===== src/rtl/bdm_pkg.sv =====
/*
 * Shared constants for the banked data memory and core register block:
 * core register offsets, bank partitioning, status field positions,
 * reset values and the program-memory fetch timing.
 * Assumes a single instruction clock and an 8-bit data path.
 */
// Summary of operation
// - pointer high bit7 selects program memory read
// - indirect program read loads low byte only
// - indirect writes never modify program memory
// - program memory reads take one extra cycle
// - data space is 32 banks of 128
// - bank: 12 core, 20 special, 80 general
// - 16 shared bytes identical in every bank
// - direct accesses use latest bank select value
// - unimplemented data locations read as zero
// - memory reachable directly and via both pointers
// - core registers mirrored at every bank start
// - flag-affecting writes leave Z, DC, C to logic
// - timeout and power-down flags ignore all writes
// - subtraction carries act as active-low borrows
package bdm_pkg;

	localparam int NUM_BANKS = 32;
	localparam int BANK_SIZE = 128;
	localparam int GPR_PER_BANK = 80;
	localparam int COMMON_SIZE = 16;

	localparam logic [6:0] OFS_INDIRECT_PORT_0 = 7'h00;
	localparam logic [6:0] OFS_INDIRECT_PORT_1 = 7'h01;
	localparam logic [6:0] OFS_PROGRAM_COUNTER_LOW = 7'h02;
	localparam logic [6:0] OFS_STATUS_FLAGS = 7'h03;
	localparam logic [6:0] OFS_POINTER0_LOW = 7'h04;
	localparam logic [6:0] OFS_POINTER0_HIGH = 7'h05;
	localparam logic [6:0] OFS_POINTER1_LOW = 7'h06;
	localparam logic [6:0] OFS_POINTER1_HIGH = 7'h07;
	localparam logic [6:0] OFS_BANK_SELECT = 7'h08;
	localparam logic [6:0] OFS_WORKING_ACCUMULATOR = 7'h09;
	localparam logic [6:0] OFS_PROGRAM_COUNTER_LATCH_HIGH = 7'h0A;
	localparam logic [6:0] OFS_INTERRUPT_CONTROL = 7'h0B;

	localparam logic [6:0] SFR_START = 7'h0C;
	localparam logic [6:0] GPR_START = 7'h20;
	localparam logic [6:0] COMMON_START = 7'h70;

	localparam int PTR_PROG_BIT = 15;
	localparam int STAT_TO_BIT = 4;
	localparam int STAT_PD_BIT = 3;
	localparam int STAT_Z_BIT = 2;
	localparam int STAT_DC_BIT = 1;
	localparam int STAT_C_BIT = 0;

	localparam logic [7:0] RESET_BYTE = 8'h00;
	localparam logic [15:0] RESET_POINTER = 16'h0000;
	localparam logic [4:0] RESET_BANK = 5'h00;
	localparam logic [1:0] RESET_TO_PD = 2'h3;
	localparam logic [2:0] RESET_ARITH = 3'h0;

	localparam int PROG_EXTRA_CYCLES = 1;

endpackage : bdm_pkg


===== src/rtl/bdm_byte_ram.sv =====
/*
 * Flip-flop byte storage with one write port and a combinational read
 * by index. Assumes the caller never addresses beyond DEPTH.
 */
`timescale 1ns/1ps
module bdm_byte_ram #(
	parameter int DEPTH = 16,
	parameter int AW = 4
) (
	input wire logic core_clk,
	input wire logic wrEn,
	input wire logic [AW-1:0] wrIndex,
	input wire logic [7:0] wrData,
	input wire logic [AW-1:0] rdIndex,
	output logic [7:0] rdData
);

	logic [7:0] mem [DEPTH];

	// contents are undefined after reset, as for any data RAM
	always_ff @(posedge core_clk) begin
		if (wrEn) begin
			mem[wrIndex] <= wrData;
		end
	end

	assign rdData = mem[rdIndex];

endmodule : bdm_byte_ram


===== src/rtl/bdm_core_regs.sv =====
/*
 * Banked data memory with the mirrored core registers, the status
 * register with its protected flags, and reads of program memory words
 * through the two pointers.
 * Assumes the instruction datapath issues at most one file access per
 * cycle, holds off while busy is high, and supplies ALU flag results
 * in the same cycle as the write that they accompany.
 */
`timescale 1ns/1ps
module bdm_core_regs #(
	parameter int GPR_BANKS = 4
) (
	input wire logic core_clk,
	input wire logic rst_n,
	input wire logic reqValid,
	input wire logic reqWrite,
	input wire logic [6:0] reqAddr,
	input wire logic [7:0] reqWdata,
	input wire logic reqLoadAcc,
	input wire logic [2:0] affectFlags,
	input wire logic aluZero,
	input wire logic aluDigitCarry,
	input wire logic aluCarry,
	input wire logic aluSubtract,
	input wire logic watchdogClearInstr,
	input wire logic sleepInstr,
	input wire logic watchdogTimeout,
	output logic progRead,
	output logic [14:0] progAddr,
	input wire logic [13:0] progData,
	output logic busy,
	output logic rdValid,
	output logic [7:0] rdData,
	output logic [7:0] accumulator,
	output logic [7:0] statusFlags,
	output logic [4:0] activeBank
);

	localparam int GPR_DEPTH = GPR_BANKS * bdm_pkg::GPR_PER_BANK;
	localparam int GPR_AW = $clog2(GPR_DEPTH);
	localparam int COM_AW = $clog2(bdm_pkg::COMMON_SIZE);
	localparam int FETCH_CW = (bdm_pkg::PROG_EXTRA_CYCLES > 1) ?
		$clog2(bdm_pkg::PROG_EXTRA_CYCLES) : 1;

	typedef enum logic {
		BDM_IDLE,
		BDM_FETCH
	} bdm_state_t;

	bdm_state_t state_reg;
	logic [14:0] progAddr_reg;
	logic fetchLoadAcc_reg;
	logic [7:0] rdData_reg;
	logic rdValid_reg;
	logic [7:0] acc_reg;
	logic [4:0] bank_reg;
	logic [7:0] pcLow_reg;
	logic [7:0] pcLatch_reg;
	logic [7:0] intCtl_reg;
	logic [1:0] toPd_reg;
	logic [2:0] arith_reg;
	logic [FETCH_CW-1:0] fetchCnt_reg;

	logic [15:0] ptr0;
	logic [15:0] ptr1;
	logic [15:0] selPtr;
	logic viaPointer;
	logic toProgram;
	logic outOfRange;
	logic [11:0] dataAddr;
	logic [4:0] tgtBank;
	logic [6:0] tgtOfs;
	logic accept;
	logic doWrite;
	logic coreWr;
	logic [7:0] statusWord;
	logic [7:0] coreRd;
	logic [7:0] memRd;
	logic isGpr;
	logic isCommon;
	logic [6:0] gprOfs;
	logic [GPR_AW-1:0] gprIndex;
	logic [COM_AW-1:0] comIndex;
	logic [7:0] gprRd;
	logic [7:0] comRd;
	logic fetchLast;

	assign accept = reqValid && (state_reg == BDM_IDLE);

	// both indirect ports resolve through their own pointer
	always_comb begin
		viaPointer = (reqAddr == bdm_pkg::OFS_INDIRECT_PORT_0) ||
			(reqAddr == bdm_pkg::OFS_INDIRECT_PORT_1);
		selPtr = (reqAddr == bdm_pkg::OFS_INDIRECT_PORT_1) ? ptr1 : ptr0;
		toProgram = viaPointer && selPtr[bdm_pkg::PTR_PROG_BIT];
		// only the traditional banked window is decoded here
		outOfRange = viaPointer && (selPtr[14:12] != 3'h0);
		dataAddr = viaPointer ? selPtr[11:0] : {bank_reg, reqAddr};
		tgtBank = dataAddr[11:7];
		tgtOfs = dataAddr[6:0];
	end

	always_comb begin
		isGpr = (tgtOfs >= bdm_pkg::GPR_START) && (tgtOfs < bdm_pkg::COMMON_START) &&
			(32'(tgtBank) < GPR_BANKS) && !outOfRange;
		isCommon = (tgtOfs >= bdm_pkg::COMMON_START) && !outOfRange;
		gprOfs = tgtOfs - bdm_pkg::GPR_START;
		gprIndex = GPR_AW'(32'(tgtBank) * bdm_pkg::GPR_PER_BANK + 32'(gprOfs));
		comIndex = tgtOfs[COM_AW-1:0];
	end

	// a program-memory target never reaches any data store
	assign doWrite = accept && reqWrite && !toProgram;
	assign coreWr = doWrite && !outOfRange && (tgtOfs < bdm_pkg::SFR_START);

	bdm_byte_ram #(
		.DEPTH(GPR_DEPTH),
		.AW(GPR_AW)
	) u_gpr (
		.core_clk(core_clk),
		.wrEn(doWrite && isGpr),
		.wrIndex(gprIndex),
		.wrData(reqWdata),
		.rdIndex(gprIndex),
		.rdData(gprRd)
	);

	// one physical copy, so every bank sees the same bytes
	bdm_byte_ram #(
		.DEPTH(bdm_pkg::COMMON_SIZE),
		.AW(COM_AW)
	) u_common (
		.core_clk(core_clk),
		.wrEn(doWrite && isCommon),
		.wrIndex(comIndex),
		.wrData(reqWdata),
		.rdIndex(comIndex),
		.rdData(comRd)
	);

	bdm_ptr_pair u_ptr0 (
		.core_clk(core_clk),
		.rst_n(rst_n),
		.wrLow(coreWr && (tgtOfs == bdm_pkg::OFS_POINTER0_LOW)),
		.wrHigh(coreWr && (tgtOfs == bdm_pkg::OFS_POINTER0_HIGH)),
		.wrData(reqWdata),
		.ptrValue(ptr0)
	);

	bdm_ptr_pair u_ptr1 (
		.core_clk(core_clk),
		.rst_n(rst_n),
		.wrLow(coreWr && (tgtOfs == bdm_pkg::OFS_POINTER1_LOW)),
		.wrHigh(coreWr && (tgtOfs == bdm_pkg::OFS_POINTER1_HIGH)),
		.wrData(reqWdata),
		.ptrValue(ptr1)
	);

	assign statusWord = {3'h0, toPd_reg, arith_reg};

	// the indirect ports read through themselves give zero
	always_comb begin
		unique case (tgtOfs)
			bdm_pkg::OFS_PROGRAM_COUNTER_LOW: coreRd = pcLow_reg;
			bdm_pkg::OFS_STATUS_FLAGS: coreRd = statusWord;
			bdm_pkg::OFS_POINTER0_LOW: coreRd = ptr0[7:0];
			bdm_pkg::OFS_POINTER0_HIGH: coreRd = ptr0[15:8];
			bdm_pkg::OFS_POINTER1_LOW: coreRd = ptr1[7:0];
			bdm_pkg::OFS_POINTER1_HIGH: coreRd = ptr1[15:8];
			bdm_pkg::OFS_BANK_SELECT: coreRd = {3'h0, bank_reg};
			bdm_pkg::OFS_WORKING_ACCUMULATOR: coreRd = acc_reg;
			bdm_pkg::OFS_PROGRAM_COUNTER_LATCH_HIGH: coreRd = pcLatch_reg;
			bdm_pkg::OFS_INTERRUPT_CONTROL: coreRd = intCtl_reg;
			default: coreRd = bdm_pkg::RESET_BYTE;
		endcase
	end

	always_comb begin
		if (outOfRange) begin
			memRd = bdm_pkg::RESET_BYTE;
		end else if (tgtOfs < bdm_pkg::SFR_START) begin
			memRd = coreRd;
		end else if (isCommon) begin
			memRd = comRd;
		end else if (isGpr) begin
			memRd = gprRd;
		end else begin
			memRd = bdm_pkg::RESET_BYTE;
		end
	end

	// program fetch: address goes out for one cycle, word captured then
	always_ff @(posedge core_clk or negedge rst_n) begin
		if (!rst_n) begin
			state_reg <= BDM_IDLE;
		end else begin
			unique case (state_reg)
				BDM_IDLE: begin
					if (accept && !reqWrite && toProgram) begin
						state_reg <= BDM_FETCH;
					end
				end
				BDM_FETCH: begin
					if (fetchLast) begin
						state_reg <= BDM_IDLE;
					end
				end
			endcase
		end
	end

	// the stall lasts as many cycles as the program word needs to arrive
	always_ff @(posedge core_clk or negedge rst_n) begin
		if (!rst_n) begin
			fetchCnt_reg <= '0;
		end else if ((state_reg == BDM_FETCH) && !fetchLast) begin
			fetchCnt_reg <= fetchCnt_reg + 1'b1;
		end else begin
			fetchCnt_reg <= '0;
		end
	end

	always_ff @(posedge core_clk or negedge rst_n) begin
		if (!rst_n) begin
			progAddr_reg <= 15'h0000;
			fetchLoadAcc_reg <= 1'b0;
		end else if (accept && !reqWrite && toProgram) begin
			progAddr_reg <= selPtr[14:0];
			fetchLoadAcc_reg <= reqLoadAcc;
		end
	end

	assign progRead = (state_reg == BDM_FETCH);
	assign progAddr = progAddr_reg;
	assign busy = (state_reg == BDM_FETCH);
	assign fetchLast = (32'(fetchCnt_reg) == bdm_pkg::PROG_EXTRA_CYCLES - 1);

	always_ff @(posedge core_clk or negedge rst_n) begin
		if (!rst_n) begin
			rdData_reg <= bdm_pkg::RESET_BYTE;
			rdValid_reg <= 1'b0;
		end else if ((state_reg == BDM_FETCH) && fetchLast) begin
			rdData_reg <= progData[7:0];
			rdValid_reg <= 1'b1;
		end else if (accept && !reqWrite && !toProgram) begin
			rdData_reg <= memRd;
			rdValid_reg <= 1'b1;
		end else begin
			rdValid_reg <= 1'b0;
		end
	end

	assign rdData = rdData_reg;
	assign rdValid = rdValid_reg;

	// a direct write to the accumulator and a load by a read never meet:
	// the load belongs to a read request, the write to a write request
	always_ff @(posedge core_clk or negedge rst_n) begin
		if (!rst_n) begin
			acc_reg <= bdm_pkg::RESET_BYTE;
		end else if (state_reg == BDM_FETCH) begin
			if (fetchLoadAcc_reg) begin
				acc_reg <= progData[7:0];
			end
		end else if (accept && !reqWrite && !toProgram && reqLoadAcc) begin
			acc_reg <= memRd;
		end else if (coreWr && (tgtOfs == bdm_pkg::OFS_WORKING_ACCUMULATOR)) begin
			acc_reg <= reqWdata;
		end
	end

	always_ff @(posedge core_clk or negedge rst_n) begin
		if (!rst_n) begin
			bank_reg <= bdm_pkg::RESET_BANK;
		end else if (coreWr && (tgtOfs == bdm_pkg::OFS_BANK_SELECT)) begin
			bank_reg <= reqWdata[4:0];
		end
	end

	always_ff @(posedge core_clk or negedge rst_n) begin
		if (!rst_n) begin
			pcLow_reg <= bdm_pkg::RESET_BYTE;
			pcLatch_reg <= bdm_pkg::RESET_BYTE;
			intCtl_reg <= bdm_pkg::RESET_BYTE;
		end else if (coreWr) begin
			if (tgtOfs == bdm_pkg::OFS_PROGRAM_COUNTER_LOW) begin
				pcLow_reg <= reqWdata;
			end
			if (tgtOfs == bdm_pkg::OFS_PROGRAM_COUNTER_LATCH_HIGH) begin
				pcLatch_reg <= reqWdata;
			end
			if (tgtOfs == bdm_pkg::OFS_INTERRUPT_CONTROL) begin
				intCtl_reg <= reqWdata;
			end
		end
	end

	// arithmetic flags: flag logic outranks the written value bit by bit
	always_ff @(posedge core_clk or negedge rst_n) begin
		if (!rst_n) begin
			arith_reg <= bdm_pkg::RESET_ARITH;
		end else begin
			if (affectFlags[bdm_pkg::STAT_Z_BIT]) begin
				arith_reg[bdm_pkg::STAT_Z_BIT] <= aluZero;
			end else if (coreWr && (tgtOfs == bdm_pkg::OFS_STATUS_FLAGS)) begin
				arith_reg[bdm_pkg::STAT_Z_BIT] <= reqWdata[bdm_pkg::STAT_Z_BIT];
			end
			if (affectFlags[bdm_pkg::STAT_DC_BIT]) begin
				arith_reg[bdm_pkg::STAT_DC_BIT] <= aluSubtract ? !aluDigitCarry
					: aluDigitCarry;
			end else if (coreWr && (tgtOfs == bdm_pkg::OFS_STATUS_FLAGS)) begin
				arith_reg[bdm_pkg::STAT_DC_BIT] <= reqWdata[bdm_pkg::STAT_DC_BIT];
			end
			if (affectFlags[bdm_pkg::STAT_C_BIT]) begin
				arith_reg[bdm_pkg::STAT_C_BIT] <= aluSubtract ? !aluCarry
					: aluCarry;
			end else if (coreWr && (tgtOfs == bdm_pkg::OFS_STATUS_FLAGS)) begin
				arith_reg[bdm_pkg::STAT_C_BIT] <= reqWdata[bdm_pkg::STAT_C_BIT];
			end
		end
	end

	// timeout and power-down change only through their hardware events;
	// a timeout in the same cycle as a clear instruction wins, as the event
	always_ff @(posedge core_clk or negedge rst_n) begin
		if (!rst_n) begin
			toPd_reg <= bdm_pkg::RESET_TO_PD;
		end else begin
			if (watchdogTimeout) begin
				toPd_reg[1] <= 1'b0;
			end else if (watchdogClearInstr || sleepInstr) begin
				toPd_reg[1] <= 1'b1;
			end
			if (sleepInstr) begin
				toPd_reg[0] <= 1'b0;
			end else if (watchdogClearInstr) begin
				toPd_reg[0] <= 1'b1;
			end
		end
	end

	assign accumulator = acc_reg;
	assign statusFlags = statusWord;
	assign activeBank = bank_reg;

endmodule : bdm_core_regs


===== src/rtl/bdm_ptr_pair.sv =====
/*
 * One 16-bit pointer held as a low and a high byte register.
 * Assumes byte writes are already decoded by the caller.
 */
`timescale 1ns/1ps
module bdm_ptr_pair (
	input wire logic core_clk,
	input wire logic rst_n,
	input wire logic wrLow,
	input wire logic wrHigh,
	input wire logic [7:0] wrData,
	output logic [15:0] ptrValue
);

	logic [7:0] low_reg;
	logic [7:0] high_reg;

	always_ff @(posedge core_clk or negedge rst_n) begin
		if (!rst_n) begin
			low_reg <= bdm_pkg::RESET_POINTER[7:0];
		end else if (wrLow) begin
			low_reg <= wrData;
		end
	end

	always_ff @(posedge core_clk or negedge rst_n) begin
		if (!rst_n) begin
			high_reg <= bdm_pkg::RESET_POINTER[15:8];
		end else if (wrHigh) begin
			high_reg <= wrData;
		end
	end

	assign ptrValue = {high_reg, low_reg};

endmodule : bdm_ptr_pair


===== config.mk =====
export PLATFORM = sky130hd
export DESIGN_NAME = bdm_core_regs
export DESIGN_NICKNAME = d
export VERILOG_FILES = /design/src/rtl/bdm_pkg.sv /design/src/rtl/bdm_byte_ram.sv /design/src/rtl/bdm_core_regs.sv /design/src/rtl/bdm_ptr_pair.sv
export SDC_FILE = /design/constraint.sdc
export NUM_CORES = 2
export LEC_CHECK = 0
export BUFFER_PORTS_ARGS = -buffer_cell sky130_fd_sc_hd__buf_2
export CAP_MARGIN = 30
export CORE_MARGIN = 10
export CORE_UTILIZATION = 41
export CTS_CLUSTER_SIZE = 30
export DETAILED_ROUTE_END_ITERATION = 10
export PLACE_DENSITY = 0.59
export RECOVER_POWER = 25
export SYNTH_ARGS = -nofsm -noshare
export SYNTH_HDL_FRONTEND = slang
export SYNTH_SLANG_ARGS = --single-unit

===== constraint.sdc =====
create_clock -name core_clk -period 7.2 [get_ports core_clk]
set_input_delay 0.72 -clock core_clk [delete_from_list [all_inputs] [get_ports core_clk]]
set_output_delay 0.72 -clock core_clk [all_outputs]
set_load 0.03 [all_outputs]

* Yosys cells after proc, flatten, opt, wreduce, memory -nomap -nowiden
Memories as Yosys holds them, arrays and structs flattened.
Cells that the tools add are included.
W data, S select, Z words.
** Storage, ports and cells
- Bits in writable memories :: 2688
- Logic and storage cells :: 126
- Bits of input ports :: 44
- Memories kept :: 2
- Output and inout bits :: 47
- Bits in registers :: 101
** Operators by class
- Add/subtract/negate cells :: 3
- $mul :: 1
- Reductions and logical operators :: 46
- Order comparisons :: 5
- Muxes and demuxes :: 35
- Eq/ne operators :: 12
- Bitwise logic cells :: 2
** Memory list
- u_gpr.mem :: words 320, bits a word 8, rd ports 1, clocked after memory_dff 0, wr ports 1, line bdm_byte_ram.sv:18 : logic [7:0] mem [DEPTH];
- u_common.mem :: words 16, bits a word 8, rd ports 1, clocked after memory_dff 0, wr ports 1, line bdm_byte_ram.sv:18
** Operator list (count)
- $mux W8 :: 10
- $pmux W8 S10 :: 1
- $eq A7 B3 Y1 const B :: 4
- $eq A7 B4 Y1 const B :: 4
- $logic_and A1 B1 Y1 :: 26
- $mux W1 :: 21
- $mux W16 :: 1
- $eq A7 B2 Y1 const B :: 2
- $mux W12 :: 1
- $reduce_bool A2 Y1 :: 6
- $add A9 B7 Y9 :: 1
- $reduce_and A2 Y1 :: 4
- $eq A7 B1 Y1 const B :: 1
- $ge A7 B6 Y1 const B :: 1
- $ge A7 B7 Y1 const B :: 1
- $logic_not A7 Y1 :: 1
- $lt A7 B4 Y1 const B :: 1
- $lt A7 B7 Y1 const B :: 1
- $sub A7 B6 Y7 const B :: 1
- $reduce_bool A3 Y1 :: 2
- $logic_not A1 Y1 :: 5
- $lt A5 B3 Y1 const B :: 1
- $mul A5 B3 Y5 const B :: 1
- $logic_or A1 B1 Y1 :: 2
- 4 further kinds :: 5

* Depth between registers and ports, before layout
- Depth in word-level cells :: 13
- Gate-level depth with buffers :: 21
- Gate-level depth less buffers :: 17

* Hierarchy
From an unflattened synthesis, not the netlist that was laid out.
** Unflattened totals
- Cells, all modules :: 5485
- Area total of the unflattened synthesis :: 110677.4 sq um
** By module, submodules not included
- bdm_byte_ram (u_gpr) :: area each 99218.9 sq um, cells an instance 4598, instances 1, sequential area each 76873.7 sq um
- bdm_core_regs :: area each 5144.9 sq um, cells an instance 598, instances 1, sequential area each 1729.2 sq um
- bdm_byte_ram (u_common) :: area each 4987.3 sq um, cells an instance 221, instances 1, sequential area each 3843.7 sq um
- bdm_ptr_pair :: area each 663.1 sq um, cells an instance 34, instances 2, sequential area each 400.4 sq um

* Least setup slack after synthesis
Ideal clock, no wire load.
- Kind :: input-to-reg
- Start :: input port reqAddr[0]
- End :: memory u_gpr.mem[86][0] (enable)
- Stages :: 19
- Arrival time :: 4830 ps
- Path slack :: 2000 ps
- Buffers on the path :: 6
- Setup time :: 370 ps
- Data required time :: 6830 ps
- Cells stage by stage :: buf_2 > buf_1 > buf_1 > mux2i_1 > o21bai_1 > inv_1 > ha_1 > inv_1 > ha_1 > nor2b_1 > o21ai_0 > xnor2_1 > xnor2_1 > clkbuf_1 > nor2_1 > clkbuf_1 > nand2_1 > clkbuf_1 > nor2_1
** Between the ends
- Longest elaborated chain between the ends :: 10
- Elaborated cells on any way between the ends :: 23
- Classes of those cells :: 2 x add/sub; 1 x mul; 3 x order compare; 1 x eq/ne; 4 x mux; 12 x reduce/logical
** RTL lines
- from (decl) :: line bdm_core_regs.sv:17 : input wire logic [6:0] reqAddr,
- branches (longest 10 deep; another with $add A9 B7 Y9)
- to (decl) :: line bdm_byte_ram.sv:18
Several ways; the timed one is not identified.

* Final worst setup path
- Start :: input port reqWdata[3]
- End :: memory u_gpr.mem[23][3], data pin
** RTL lines
- from (decl) :: line bdm_core_regs.sv:18 : input wire logic [7:0] reqWdata,
Straight into the memory's write port.

==> summary.txt <==
Largest register FFs = 2560
Comb pwr share = 6.4%
GRT Residual Overflow = 0
synthesized area per cell = 15.0 µm²
power density of the placed cells = 270 mW/mm²
die extent in y = 540 µm
hold violation total from the final report = 0
net switching power = 7.84 mW
min cycle time layout = 6.39 ns
ratio of final minimum period to clock period = 88.8%
kind of end point of the critical path = flop
setup slack, reg-to-reg = 1.16 ns
register bit total from synthesis = 2789
endpoints failing setup = 0
buffers and inverters on the worst path = 2
area of the core region = 0.269 mm²
violations in the final reports = max-capacitance violations, max-slew violations
proportion of power drawn by flip-flops and latches = 51.8%
clock network latency to the later pin of the worst-skew pair = 0.94 ns
overall power consumption = 34.5 mW
Residual DRC = 0
number of buffers added by the clock tree synthesis step = 302
top cell family by delay on the critical path = buffers and inverters
number of primary I/O pins = 91
Root Buffer = sky130_fd_sc_hd__clkbuf_16
count of port buffers added during placement = 81
Worst Path Class, Setup = in2reg
number of enable-type register cells in the synthesized netlist = 2688
biggest cell delay along the critical path = 4.23 ns
clk buf depth = 4
portion of total power attributed to the clock network = 41.8%
global-route usage over all layers = 24.4%
clock skew after layout = 0.0459 ns
antenna-violating nets left = 0
slew at the pin closest to its max-slew limit = 6.44 ns
Critical Path Source = reqWdata[3]
status = finished, violations left
Horiz. Die Dim = 540 µm
reg-to-reg endpoint = rdData[6]$_DFFE_PN0P_
starting density of the core = 41.3%
Fill cells = 22900
Leak Pwr = 43.7 nW
wire length of the first global-routing pass = 519 mm
share of final-layout standard cells stronger than drive strength 1 = 15.9%
startpoint class of the critical path = input pin
DIE AREA = 0.292 mm²
synthesis-to-finish area growth = 15.4%
DR pass1 iterations = 8
number of placement rows = 190
internal power summed over all cells = 26.7 mW
async set-reset flop share out of synthesis = 3.62%
worst setup path endpoint = u_gpr.mem[23][3]$_DFFE_PP_
Final Max Tran Viols = 1249
number of sinks on the clock net = 2789
number of cells traversed by the worst register-to-register path = 17
DRT iter0 DRCs = 10900
worst vdd ir = 0.279 mV
routability cong. = 0.928
fraction of power spent switching nets = 22.7%
number of maximum-capacitance constraint violations = 14
number of vias per cell after detailed routing = 6.09
type of the tightest min-delay check = in2reg
number of H-tree levels = 5
Seq/Total Area, Yosys = 75.0%
antenna violations before repair = 23
Max-slew headroom = -329%
CP dominant cell by count = sky130_fd_sc_hd__clkbuf_1
cells traversed along the worst timing path = clkbuf_1 > clkbuf_1
CTS tree = done
via count of the first global-routing pass = 68100
Synth warnings = 0
total vias in the final route = 71100
data required time at the worst endpoint = 7.64 ns
post-detail-place hpwl = 225 mm
number of cells on the critical path = 2
setup repair after global routing missed its margin = false
maximum operating frequency = 0.156 GHz
worst reg2reg startpoint = u_ptr1.low_reg[5]$_DFFE_PN0P_
total routed wirelength = 370 mm
netlist area before placement = 0.111 mm²
number of different library cells in the post-synthesis netlist = 87
Critical Path Fanout Max = 108
post-detailed-route wirelength per cell = 31.7 µm
hold path startpoint = reqLoadAcc
clock slew at the register clock pins of the worst setup and hold paths = 0.06 ns
cells resized by post-CTS repair = 0
maximum number of pins on one net before global-route repair = 164
Slowest cell on crit path = sky130_fd_sc_hd__clkbuf_1
leading cell type in the layout, fill and taps excluded = sky130_fd_sc_hd__edfxtp_1
final net count = 7955
data arrival time at the worst-slack endpoint = 6.83 ns
setup_tns = 0 ns
dominant synthesized flop cell = sky130_fd_sc_hd__edfxtp_1
commonest cells after routing, fill and taps aside = sky130_fd_sc_hd__edfxtp_1, sky130_fd_sc_hd__nand2_1, sky130_fd_sc_hd__buf_4
Post-Syn Instances = 7420
[synthesized netlist by cell type, drive strengths merged (40+ instances only)]
cell	n	share of area (%)
a21oi	147	0.66
buf	233	1.1
a32oi	128	1.0
mux4	122	2.5
o22ai	45	0.25
nand2	1443	4.9
nor4	40	0.23
nand3	478	2.2
and3	72	0.41
nor2	451	1.5
nand4	82	0.46
a22oi	74	0.50
clkbuf	261	0.88
mux2i	423	3.8
a31oi	81	0.46
dfrtp	99	2.2
edfxtp	2688	73
o21ai	48	0.22
a221oi	50	0.41
mux2	68	0.69
[area by class of cell]
| type | instances | area, µm² | area share (%) |
|---|---|---|---|
| sequential | 2789 | 83200 | 65.0 |
| multi-input combinational | 4126 | 25900 | 20.2 |
| clock buffer | 377 | 8080 | 6.31 |
| timing repair buffer | 668 | 5540 | 4.33 |
| tap | 3552 | 4440 | 3.47 |
| clock inverter | 126 | 855 | 0.667 |
| inverter | 14 | 52.6 | 0.0410 |
| antenna | 15 | 37.5 | 0.0293 |
[metrics by stage]
step / hold WS, ns / setup WS (ns) / instances / cell area (µm²) / util (%)
global placement: 0.490 / 0.326 / 11100 / 119000 / 44.3
detailed placement: 0.495 / 0.287 / 11100 / 119000 / 44.4
floorplan: 0.424 / 2.00 / 7423 / 111000 / -
CTS: 0.00917 / 1.27 / 11700 / 128000 / 47.7
finish: 0.0664 / 0.809 / 11700 / 128000 / 47.7
global route: 0.0488 / 0.713 / 11700 / 128000 / 47.7
[metal layers]
layer	vias to the layer above	wire length [µm]	global-route usage, %
met1	36300	143000	33.4
met4	12	17800	10.7
met2	4572	166000	37.0
met3	803	43200	6.15
met5	-	69	0
li1	29400	-	-
[power by group through the flow]
stage | Combinational, mW | Clock (mW) | Sequential, mW
after CTS | 2.17 | 14.6 | 17.9
after floorplan | 0.901 | 0 | 18.2
after global routing | 2.27 | 15.2 | 17.9
final | 2.21 | 14.4 | 17.9
after detailed placement | 2.15 | 0 | 18.2
after global placement | 2.13 | 0 | 18.2
[logic make-up after synthesis]
kind of cell | synth area share, %
adders and majority gates | 0.119
AOI/OAI and AO/OA | 5.56
xor gates and xnor gates | 0.0868
muxes | 6.98
buffers and inverters | 2.02
DFF | 75.0
other | 0.00338
and+or+nand+nor | 10.2
[what timing repair did]
item                      CTS  global route
setup buffers               0             0
hold endpoints to repair   48             0
hold buffers                9             0
[worst min path at each step]
stage / end / depth (start not counted)
2_1_floorplan: accumulator[0]$_DFFE_PN0P_ / 0
3_3_place_gp: pcLow_reg[2]$_DFFE_PN0P_ / 1
3_5_place_dp: pcLow_reg[6]$_DFFE_PN0P_ / 1
4_1_cts: fetchLoadAcc_reg$_DFFE_PN0P_ / 2
5_1_grt: fetchLoadAcc_reg$_DFFE_PN0P_ / 2
6_report: fetchLoadAcc_reg$_DFFE_PN0P_ / 2
(Power assumes the default switching activity.)
